==> src/refmute_consts.svh <==
// register offsets, field positions and reset values of the bank
`ifndef REFMUTE_CONSTS_SVH
`define REFMUTE_CONSTS_SVH

// register indices; byte address is four times the index
`define IDX_EDGE_STATUS      6'h12
`define IDX_PIN_CTL          6'h13
`define IDX_MUTE_LVL         6'h14

// input edge status fields
`define POS_SEC_RISE         7
`define POS_SEC_FALL         6
`define POS_PRI_RISE         5
`define POS_PRI_FALL         4
`define RST_EDGE_IND         4'h0

// status pin control fields
`define POS_PIN1_LIMIT       5
`define POS_PIN0_LIMIT       4
`define POS_PIN_RSVD_HI      3
`define POS_PIN_RSVD_LO      2
`define POS_PIN1_OD          1
`define POS_PIN0_OD          0
`define RST_PIN_CTL          6'h00

// mute level fields, two bits per channel at 2*ch
`define MUTE_FIELD_W         2
`define RST_MUTE_LVL         8'h55
`define MUTE_CODE_BYPASS     2'h0
`define MUTE_CODE_LEVEL1     2'h1
`define MUTE_CODE_LEVEL2     2'h2
`define MUTE_CODE_LEVEL3     2'h3

// bus answers
`define RESP_OKAY            2'h0
`define RESP_SLVERR          2'h2

`endif

==> src/refmute_pkg.sv <==
// types shared by the reference status and mute level bank
package refmute_pkg;

    // state applied to one output node of a channel driver
    typedef enum logic [2:0] {
        DRV_NORMAL = 3'h0,
        DRV_LOW    = 3'h1,
        DRV_HIGH   = 3'h2,
        DRV_VCM    = 3'h3,
        DRV_RAIL   = 3'h4
    } node_drive_t;

    typedef logic [1:0] mute_code_t;

endpackage : refmute_pkg

==> src/refmute_regs.sv <==
// reference status, status pin driver and mute level register bank
// Function
// - bits 7:6 show secondary input rise/fall valid, read only, reset 0
// - bits 5:4 show primary input rise/fall valid, read only, reset 0
// - input status bits 3:0 reserved with no function
// - bit 5 set limits current spikes on status pin one
// - bit 4 set limits current spikes on status pin zero
// - bit 1 set makes status pin one open drain, else push-pull
// - bit 0 set makes status pin zero open drain, else push-pull
// - pin control 7:6 reserved; 3:2 reserved read-write, reset 0
// - mute levels of channel 3 at 7:6 and channel 2 at 5:4, reset 1
// - differential mute codes: bypass, common mode, high, rail/ground
// - single-ended mute codes: bypass, n low, p low, both low
// - level picks driver state only; channel mute enable decides muting
// - channel 1 level at bits 3:2, channel 0 at 1:0, reset 1
`timescale 1ns/1ns
`include "refmute_consts.svh"

module refmute_regs
    import refmute_pkg::*;
(
    input  wire logic        CORE_CLK,
    input  wire logic        RST_N,
    input  wire logic [7:0]  S_AXI_AWADDR,
    input  wire logic        S_AXI_AWVALID,
    output logic             S_AXI_AWREADY,
    input  wire logic [31:0] S_AXI_WDATA,
    input  wire logic [3:0]  S_AXI_WSTRB,
    input  wire logic        S_AXI_WVALID,
    output logic             S_AXI_WREADY,
    output logic [1:0]       S_AXI_BRESP,
    output logic             S_AXI_BVALID,
    input  wire logic        S_AXI_BREADY,
    input  wire logic [7:0]  S_AXI_ARADDR,
    input  wire logic        S_AXI_ARVALID,
    output logic             S_AXI_ARREADY,
    output logic [31:0]      S_AXI_RDATA,
    output logic [1:0]       S_AXI_RRESP,
    output logic             S_AXI_RVALID,
    input  wire logic        S_AXI_RREADY,
    input  wire logic        SECOND_INPUT_RISE_OK,
    input  wire logic        SECOND_INPUT_FALL_OK,
    input  wire logic        FIRST_INPUT_RISE_OK,
    input  wire logic        FIRST_INPUT_FALL_OK,
    input  wire logic        STATUS_PIN_ZERO_SRC,
    input  wire logic        STATUS_PIN_ONE_SRC,
    output logic             STATUS_PIN_ZERO_O,
    output logic             STATUS_PIN_ZERO_OE,
    output logic             STATUS_PIN_ONE_O,
    output logic             STATUS_PIN_ONE_OE,
    output logic             STATUS_PIN0_CURRENT_LIMIT,
    output logic             STATUS_PIN1_CURRENT_LIMIT,
    input  wire logic [3:0]  CHAN_MUTE_ENABLE,
    input  wire logic [3:0]  CHAN_DIFF_MODE,
    output logic [11:0]      CHAN_P_DRIVE,
    output logic [11:0]      CHAN_N_DRIVE
);

    // ************************************************************
    // decode helpers
    // ************************************************************
    // one-hot hit: [0] edge status, [1] pin control, [2] mute level
    function automatic logic [2:0] reg_hit(input logic [7:0] addr);
        reg_hit = {addr == {`IDX_MUTE_LVL, 2'b00},
                   addr == {`IDX_PIN_CTL, 2'b00},
                   addr == {`IDX_EDGE_STATUS, 2'b00}};
    endfunction : reg_hit

    // positive node state for a mute code
    function automatic node_drive_t mute_p(input mute_code_t code,
                                           input logic diff,
                                           input logic en);
        mute_p = DRV_NORMAL;
        if (en) begin
            case (code)
                `MUTE_CODE_LEVEL1: mute_p = diff ? DRV_VCM : DRV_NORMAL;
                `MUTE_CODE_LEVEL2: mute_p = diff ? DRV_HIGH : DRV_LOW;
                `MUTE_CODE_LEVEL3: mute_p = diff ? DRV_RAIL : DRV_LOW;
                default:           mute_p = DRV_NORMAL;
            endcase
        end
    endfunction : mute_p

    // negative node state for a mute code
    function automatic node_drive_t mute_n(input mute_code_t code,
                                           input logic diff,
                                           input logic en);
        mute_n = DRV_NORMAL;
        if (en) begin
            case (code)
                `MUTE_CODE_LEVEL1: mute_n = diff ? DRV_VCM : DRV_LOW;
                `MUTE_CODE_LEVEL2: mute_n = diff ? DRV_LOW : DRV_NORMAL;
                `MUTE_CODE_LEVEL3: mute_n = DRV_LOW;
                default:           mute_n = DRV_NORMAL;
            endcase
        end
    endfunction : mute_n

    // ************************************************************
    // edge indicator synchronisers
    // ************************************************************
    logic [3:0] sync1_q;
    logic [3:0] sync2_q;
    logic [3:0] sync3_q;
    logic [3:0] ind_q;
    logic [3:0] ind_d;
    wire  [3:0] ind_pins = {SECOND_INPUT_RISE_OK, SECOND_INPUT_FALL_OK,
                            FIRST_INPUT_RISE_OK, FIRST_INPUT_FALL_OK};
    wire  [3:0] ind_agree = ~(sync2_q ^ sync3_q);

    assign ind_d = (sync3_q & ind_agree) | (ind_q & ~ind_agree);

    always_ff @(posedge CORE_CLK or negedge RST_N) begin
        if (!RST_N) begin
            sync1_q <= `RST_EDGE_IND;
            sync2_q <= `RST_EDGE_IND;
            sync3_q <= `RST_EDGE_IND;
            ind_q   <= `RST_EDGE_IND;
        end else begin
            sync1_q <= ind_pins;
            sync2_q <= sync1_q;
            sync3_q <= sync2_q;
            ind_q   <= ind_d;
        end
    end

    // ************************************************************
    // write channel
    // ************************************************************
    logic [7:0] aw_addr_q;
    logic       aw_full_q;
    logic [7:0] w_data_q;
    logic       w_lane0_q;
    logic       w_full_q;
    logic       bvalid_q;
    logic [1:0] bresp_q;
    logic [5:0] pin_ctl_q;
    logic [7:0] mute_q;

    wire       aw_take  = S_AXI_AWVALID & S_AXI_AWREADY;
    wire       w_take   = S_AXI_WVALID & S_AXI_WREADY;
    wire       do_write = aw_full_q & w_full_q & ~bvalid_q;
    wire [2:0] w_hit    = reg_hit(aw_addr_q);
    wire       w_ok     = |w_hit;
    // edge status register is not a write target
    wire       wr_pin   = do_write & w_lane0_q & w_hit[1];
    wire       wr_mute  = do_write & w_lane0_q & w_hit[2];

    assign S_AXI_AWREADY = ~aw_full_q & ~bvalid_q;
    assign S_AXI_WREADY  = ~w_full_q & ~bvalid_q;
    assign S_AXI_BVALID  = bvalid_q;
    assign S_AXI_BRESP   = bresp_q;

    always_ff @(posedge CORE_CLK or negedge RST_N) begin
        if (!RST_N) begin
            aw_addr_q <= 8'h00;
            aw_full_q <= 1'b0;
        end else if (aw_take) begin
            aw_addr_q <= S_AXI_AWADDR;
            aw_full_q <= 1'b1;
        end else if (do_write) begin
            aw_full_q <= 1'b0;
        end
    end

    always_ff @(posedge CORE_CLK or negedge RST_N) begin
        if (!RST_N) begin
            w_data_q  <= 8'h00;
            w_lane0_q <= 1'b0;
            w_full_q  <= 1'b0;
        end else if (w_take) begin
            w_data_q  <= S_AXI_WDATA[7:0];
            w_lane0_q <= S_AXI_WSTRB[0];
            w_full_q  <= 1'b1;
        end else if (do_write) begin
            w_full_q <= 1'b0;
        end
    end

    always_ff @(posedge CORE_CLK or negedge RST_N) begin
        if (!RST_N) begin
            bvalid_q <= 1'b0;
            bresp_q  <= `RESP_OKAY;
        end else if (do_write) begin
            bvalid_q <= 1'b1;
            bresp_q  <= w_ok ? `RESP_OKAY : `RESP_SLVERR;
        end else if (S_AXI_BREADY) begin
            bvalid_q <= 1'b0;
        end
    end

    // ************************************************************
    // configuration registers
    // ************************************************************
    // pin control storage
    always_ff @(posedge CORE_CLK or negedge RST_N) begin
        if (!RST_N) begin
            pin_ctl_q <= `RST_PIN_CTL;
        end else if (wr_pin) begin
            pin_ctl_q <= w_data_q[5:0];
        end
    end

    // mute levels, channel ch at bits 2ch+1:2ch
    always_ff @(posedge CORE_CLK or negedge RST_N) begin
        if (!RST_N) begin
            mute_q <= `RST_MUTE_LVL;
        end else if (wr_mute) begin
            mute_q <= w_data_q;
        end
    end

    // ************************************************************
    // read channel
    // ************************************************************
    logic        rvalid_q;
    logic [31:0] rdata_q;
    logic [1:0]  rresp_q;
    wire  [2:0]  r_hit  = reg_hit(S_AXI_ARADDR);
    wire         ar_take = S_AXI_ARVALID & S_AXI_ARREADY;
    wire  [7:0]  r_byte = ({8{r_hit[0]}} & {ind_q, 4'h0})
                        | ({8{r_hit[1]}} & {2'b00, pin_ctl_q})
                        | ({8{r_hit[2]}} & mute_q);

    assign S_AXI_ARREADY = ~rvalid_q;
    assign S_AXI_RVALID  = rvalid_q;
    assign S_AXI_RDATA   = rdata_q;
    assign S_AXI_RRESP   = rresp_q;

    always_ff @(posedge CORE_CLK or negedge RST_N) begin
        if (!RST_N) begin
            rvalid_q <= 1'b0;
            rdata_q  <= 32'h0000_0000;
            rresp_q  <= `RESP_OKAY;
        end else if (ar_take) begin
            rvalid_q <= 1'b1;
            rdata_q  <= {24'h00_0000, r_byte};
            rresp_q  <= (|r_hit) ? `RESP_OKAY : `RESP_SLVERR;
        end else if (S_AXI_RREADY) begin
            rvalid_q <= 1'b0;
        end
    end

    // ************************************************************
    // status pin drivers
    // ************************************************************
    logic [1:0] pin_o_q;
    logic [1:0] pin_oe_q;
    wire  [1:0] pin_src = {STATUS_PIN_ONE_SRC, STATUS_PIN_ZERO_SRC};
    wire  [1:0] pin_od  = {pin_ctl_q[`POS_PIN1_OD], pin_ctl_q[`POS_PIN0_OD]};
    // open drain pulls low only, else push-pull
    wire  [1:0] pin_o_d  = pin_src & ~pin_od;
    wire  [1:0] pin_oe_d = ~pin_od | ~pin_src;

    always_ff @(posedge CORE_CLK or negedge RST_N) begin
        if (!RST_N) begin
            pin_o_q  <= 2'b00;
            pin_oe_q <= 2'b00;
        end else begin
            pin_o_q  <= pin_o_d;
            pin_oe_q <= pin_oe_d;
        end
    end

    assign STATUS_PIN_ZERO_O  = pin_o_q[0];
    assign STATUS_PIN_ZERO_OE = pin_oe_q[0];
    assign STATUS_PIN_ONE_O   = pin_o_q[1];
    assign STATUS_PIN_ONE_OE  = pin_oe_q[1];
    assign STATUS_PIN1_CURRENT_LIMIT = pin_ctl_q[`POS_PIN1_LIMIT];
    assign STATUS_PIN0_CURRENT_LIMIT = pin_ctl_q[`POS_PIN0_LIMIT];

    // ************************************************************
    // channel mute drive
    // ************************************************************
    logic [11:0] p_drive_d;
    logic [11:0] n_drive_d;
    logic [11:0] p_drive_q;
    logic [11:0] n_drive_q;

    for (genvar ch = 0; ch < 4; ch++) begin : g_chan
        assign p_drive_d[ch*3 +: 3] = mute_p(mute_q[ch*2 +: 2],
                                             CHAN_DIFF_MODE[ch],
                                             CHAN_MUTE_ENABLE[ch]);
        assign n_drive_d[ch*3 +: 3] = mute_n(mute_q[ch*2 +: 2],
                                             CHAN_DIFF_MODE[ch],
                                             CHAN_MUTE_ENABLE[ch]);
    end

    always_ff @(posedge CORE_CLK or negedge RST_N) begin
        if (!RST_N) begin
            p_drive_q <= 12'h000;
            n_drive_q <= 12'h000;
        end else begin
            p_drive_q <= p_drive_d;
            n_drive_q <= n_drive_d;
        end
    end

    assign CHAN_P_DRIVE = p_drive_q;
    assign CHAN_N_DRIVE = n_drive_q;
endmodule : refmute_regs

==> config.mk <==
export PLATFORM = sky130hd
export DESIGN_NAME = refmute_regs
export DESIGN_NICKNAME = d
export VERILOG_FILES = /design/src/refmute_pkg.sv /design/src/refmute_regs.sv
export VERILOG_INCLUDE_DIRS = /design/src
export SDC_FILE = /design/constraint.sdc
export NUM_CORES = 1
export LEC_CHECK = 0
export BUFFER_PORTS_ARGS = -buffer_cell sky130_fd_sc_hd__buf_2
export CORE_MARGIN = 8
export CORE_UTILIZATION = 42
export CTS_BUF_LIST = sky130_fd_sc_hd__clkbuf_8
export CTS_CLUSTER_SIZE = 24
export DETAILED_ROUTE_END_ITERATION = 16
export PLACE_DENSITY = 0.73
export SETUP_SLACK_MARGIN = 0.1
export SYNTH_ARGS = -nofsm -noshare
export SYNTH_HDL_FRONTEND = slang
export SYNTH_SLANG_ARGS = --single-unit
==> constraint.sdc <==
create_clock -name CORE_CLK -period 2.1 [get_ports CORE_CLK]
set_input_delay 0.315 -clock CORE_CLK [delete_from_list [all_inputs] [get_ports CORE_CLK]]
set_output_delay 0.315 -clock CORE_CLK [all_outputs]
set_load 0.02 [all_outputs]
==> flow_metrics.py <==
metrics = {
    "route": {
        "wl_um": 7202,
        "dr_total_vias": 2167,
        "drt-pass1-iter-count": 4,
        "route.detailed.drc": 0,
        "avgRoutedWirePerCell_um": 15.39,
        "vias_per_cell": 4.630,
        "drtIter0Drc": 50,
        "postRouteAntennaNets": 0,
    },
    "placement": {
        "dp.final_hpwl_um": 5446,
        "placed_area_um2": 3965,
        "place_inst": 451,
        "port_buffers": 86,
        "gp_congestion": 0.7456,
        "post-place-ws_ps": 200.8,
    },
    "synthesis": {
        "syn_avg_cell_area_um2": 13.40,
        "synthCells": 257,
        "synth.distinct_cells": 37,
        "syn_area_um2": 3443,
        "yosys_warnings": 0,
        "seq_area_frac_synth": 0.6192,
        "ys_ff_latch": 85,
    },
    "clock_network": {
        "cts_sinks": 85,
        "cts.path.max_buffers": 2,
        "cts_setup_buffers": 0,
        "cts_tree": "done",
        "cts_root_buf": "clkbuf_8",
        "clk_pin_slew_ps": 90,
        "cts_buffers": 9,
        "clk-insertion-delay-late_ps": 350,
        "htree_levels": 3,
    },
    "timing": {
        "fin_ws_ps": 193.5,
        "slew_viol_final": 0,
        "hold_viol": 0,
        "rsz0062_at_grt": "false",
        "timing.setup.tns_ps": 0,
        "skew_ps": 11.01,
        "finalCriticalPeriod_ps": 1906,
        "period_share": 0.9078,
        "setup_viol": 0,
        "fmax_mhz": 524.5,
    },
    "global_routing": {
        "gr-total-overflow": 0,
        "grt_pass1_vias": 2336,
        "grt_usage": 0.1294,
        "antenna_found_initial": 1,
        "grt_pass1_wl_um": 11570,
        "grt_start_max_net_pins": 32,
    },
    "critical_path": {
        "start_kind": "flip-flop",
        "timing_worst_setup_path_type": "reg -> reg",
        "critPathCaptureType": "flip-flop",
        "arrival_ps": 2130,
        "required_ps": 2330,
        "critPathMaxFanout": 8,
    },
    "power_and_ir_drop": {
        "max-vdd-ir-drop_v": 0.0005811,
        "p_per_area_nw_per_um2": 1021,
        "power_mw": 4.299,
        "p_leak_nw": 2.118,
    },
    "layout": {
        "drive_gt1_frac": 0.4187,
        "area_growth_pct": 22.24,
        "stdcell_area_um2": 4209,
        "n_antenna_cell": 0,
        "fin_nets": 431,
        "fin_cells": 468,
    },
    "floorplanning": {
        "die_h_um": 106.5,
        "core_um2": 8093,
        "die_w_um": 106.5,
        "rows": 33,
        "start_util": 0.4255,
        "fp.dieArea_um2": 11350,
        "io_pins": 144,
    },
    "job": {
        "drv_cap": 0,
    },
    "hold_path": {
        "min_path_type": "in -> reg",
    },
    "outcome": {
        "outcome": "completed",
    },
}
==> cell usage after synthesis <==
| cell | n | share of area |
|---|---|---|
| a211oi_1 | 1 | 0.0022 |
| buf_4 | 30 | 0.065 |
| nand2b_1 | 6 | 0.011 |
| dfrtp_1 | 81 | 0.59 |
| and2_0 | 4 | 0.0073 |
| nor3_2 | 1 | 0.0029 |
| a21oi_1 | 4 | 0.0058 |
| nand3_1 | 5 | 0.0073 |
| nor3b_1 | 1 | 0.0022 |
| and3_1 | 3 | 0.0055 |
| or3_1 | 1 | 0.0018 |
| inv_1 | 7 | 0.0076 |
| a221o_1 | 8 | 0.023 |
| a21boi_0 | 3 | 0.0065 |
| clkbuf_1 | 5 | 0.0055 |
| mux2_2 | 31 | 0.10 |
| o21a_1 | 1 | 0.0022 |
| xnor2_1 | 1 | 0.0025 |
| o21ai_0 | 5 | 0.0073 |
| and2_1 | 4 | 0.0073 |
| a2111oi_0 | 1 | 0.0025 |
| nand2_1 | 6 | 0.0065 |
| or4b_4 | 1 | 0.0040 |
| nand3b_1 | 4 | 0.0087 |
| nor4_4 | 2 | 0.012 |
| nand4b_1 | 1 | 0.0025 |
| mux2i_1 | 2 | 0.0058 |
| or3b_2 | 2 | 0.0051 |
| dfstp_2 | 4 | 0.031 |
| conb_1 | 1 | 0.0011 |
| nor2b_1 | 8 | 0.015 |
| maj3_1 | 4 | 0.012 |
| nor2_1 | 10 | 0.011 |
| nor4_1 | 4 | 0.0073 |
| or4bb_1 | 1 | 0.0033 |
| a21o_1 | 1 | 0.0022 |
| xor2_1 | 3 | 0.0076 |
==> timing repair <==
item                                    4_1_cts  5_1_grt
endpoints found under the hold margin        27        0
resized for setup                             0        0
hold buffers                                  1        0
endpoints found under the setup margin        0        0
==> worst paths after layout <==
path | startpoint | endpoint | slack (ps) | cells past startpoint
worst max-delay path | aw_addr_q[0]$_DFFE_PN0P_ | mute_q[1]$_DFFE_PN0P_ | 190 | 4
worst min-delay path | SECOND_INPUT_RISE_OK | sync1_q[3]$_DFF_PN0_ | 70 | 1
worst max register to register | aw_addr_q[0]$_DFFE_PN0P_ | mute_q[1]$_DFFE_PN0P_ | 190 | 4
worst min register to register | sync1_q[1]$_DFF_PN0_ | sync2_q[1]$_DFF_PN0_ | 350 | 0
max in group asynchronous | RST_N | mute_q[4]$_DFFE_PN1P_ | 1040 | 3
min in group asynchronous | RST_N | aw_addr_q[0]$_DFFE_PN0P_ | 430 | 2
==> power breakdown <==
group	switching (mW)	internal (mW)
registers	0.223	1.93
logic	0.438	0.407
clock network	0.565	0.737
total	1.22	3.07
==> critical path, stage by stage, from the launching register on <==
cell and delay (ps):
dfrtp_1 380, or4b_4 580, nor4_4 320, buf_12 170
mux2_2 330
==> layout by cell type, fill, tap and decap left out, types with 3 or more instances in the layout <==
cell       n
buf_4      8
a21boi_0   3
dfrtp_1   81
a221o_1    8
nor2b_1    8
nand3_1    5
nand3b_1   4
o21ai_0    5
conb_1    30
buf_2     85
inv_1      7
and3_1     3
dfstp_2    4
nor4_1     4
and2_0     4
nand2_1    6
nor2_1    10
xor2_1     3
maj3_1     4
clkbuf_8  11
mux2_2    31
and2_1     4
a21oi_1    4
nand2b_1   6
==> cell families after synthesis <==
group           count (synthesis)  share of synthesized area
buf+inv                        42                    0.07849
fa+ha+maj                       4                    0.01163
xor+xnor                        4                    0.01018
mux                            33                     0.1072
flops                          85                     0.6192
compound gates                 24                    0.05196
other cells                     1                   0.001089
simple gates                   64                     0.1203
==> sequential cells by signal, summed over array words and instances, names as in the netlist, 2 cells and up, named ones only <==
register and count:
CHAN_P_DRIVE 12, CHAN_N_DRIVE 8, S_AXI_RDATA 8, aw_addr_q 8
mute_q 8, w_data_q 8, pin_ctl_q 6, sync1_q 4
sync2_q 4, sync3_q 4, pin_o_q 2, pin_oe_q 2
==> metal layers <==
| metal | track usage | vias to the layer above | wire length [um] |
|---|---|---|---|
| met4 | 0.05729 | 2 | 57 |
| met5 | 0 | - | 13 |
| met1 | 0.1458 | 1059 | 2949 |
| li1 | - | 1032 | - |
| met2 | 0.2145 | 67 | 3559 |
| met3 | 0.04900 | 7 | 620 |
==> final cells by class <==
cell class	instances	area, um^2
Clock inverter	5	82.58
Fill cell	764	3884
Multi-Input combinational cell	159	1150
Sequential cell	85	2132
Inverter	7	26.28
Tap cell	105	131.4
Clock buffer	11	151.4
Timing Repair Buffer	96	535.5
==> through the flow <==
step / hold slack (ps) / util
3_5_place_dp: 277.3 / 0.4900
3_3_place_gp: 272.9 / 0.4900
4_1_cts: 46.89 / 0.5201
5_1_grt: 44.32 / 0.5201
2_1_floorplan: 19.41 / -
6_report: 67.82 / 0.5201
Power figures use the tool's default switching activity.
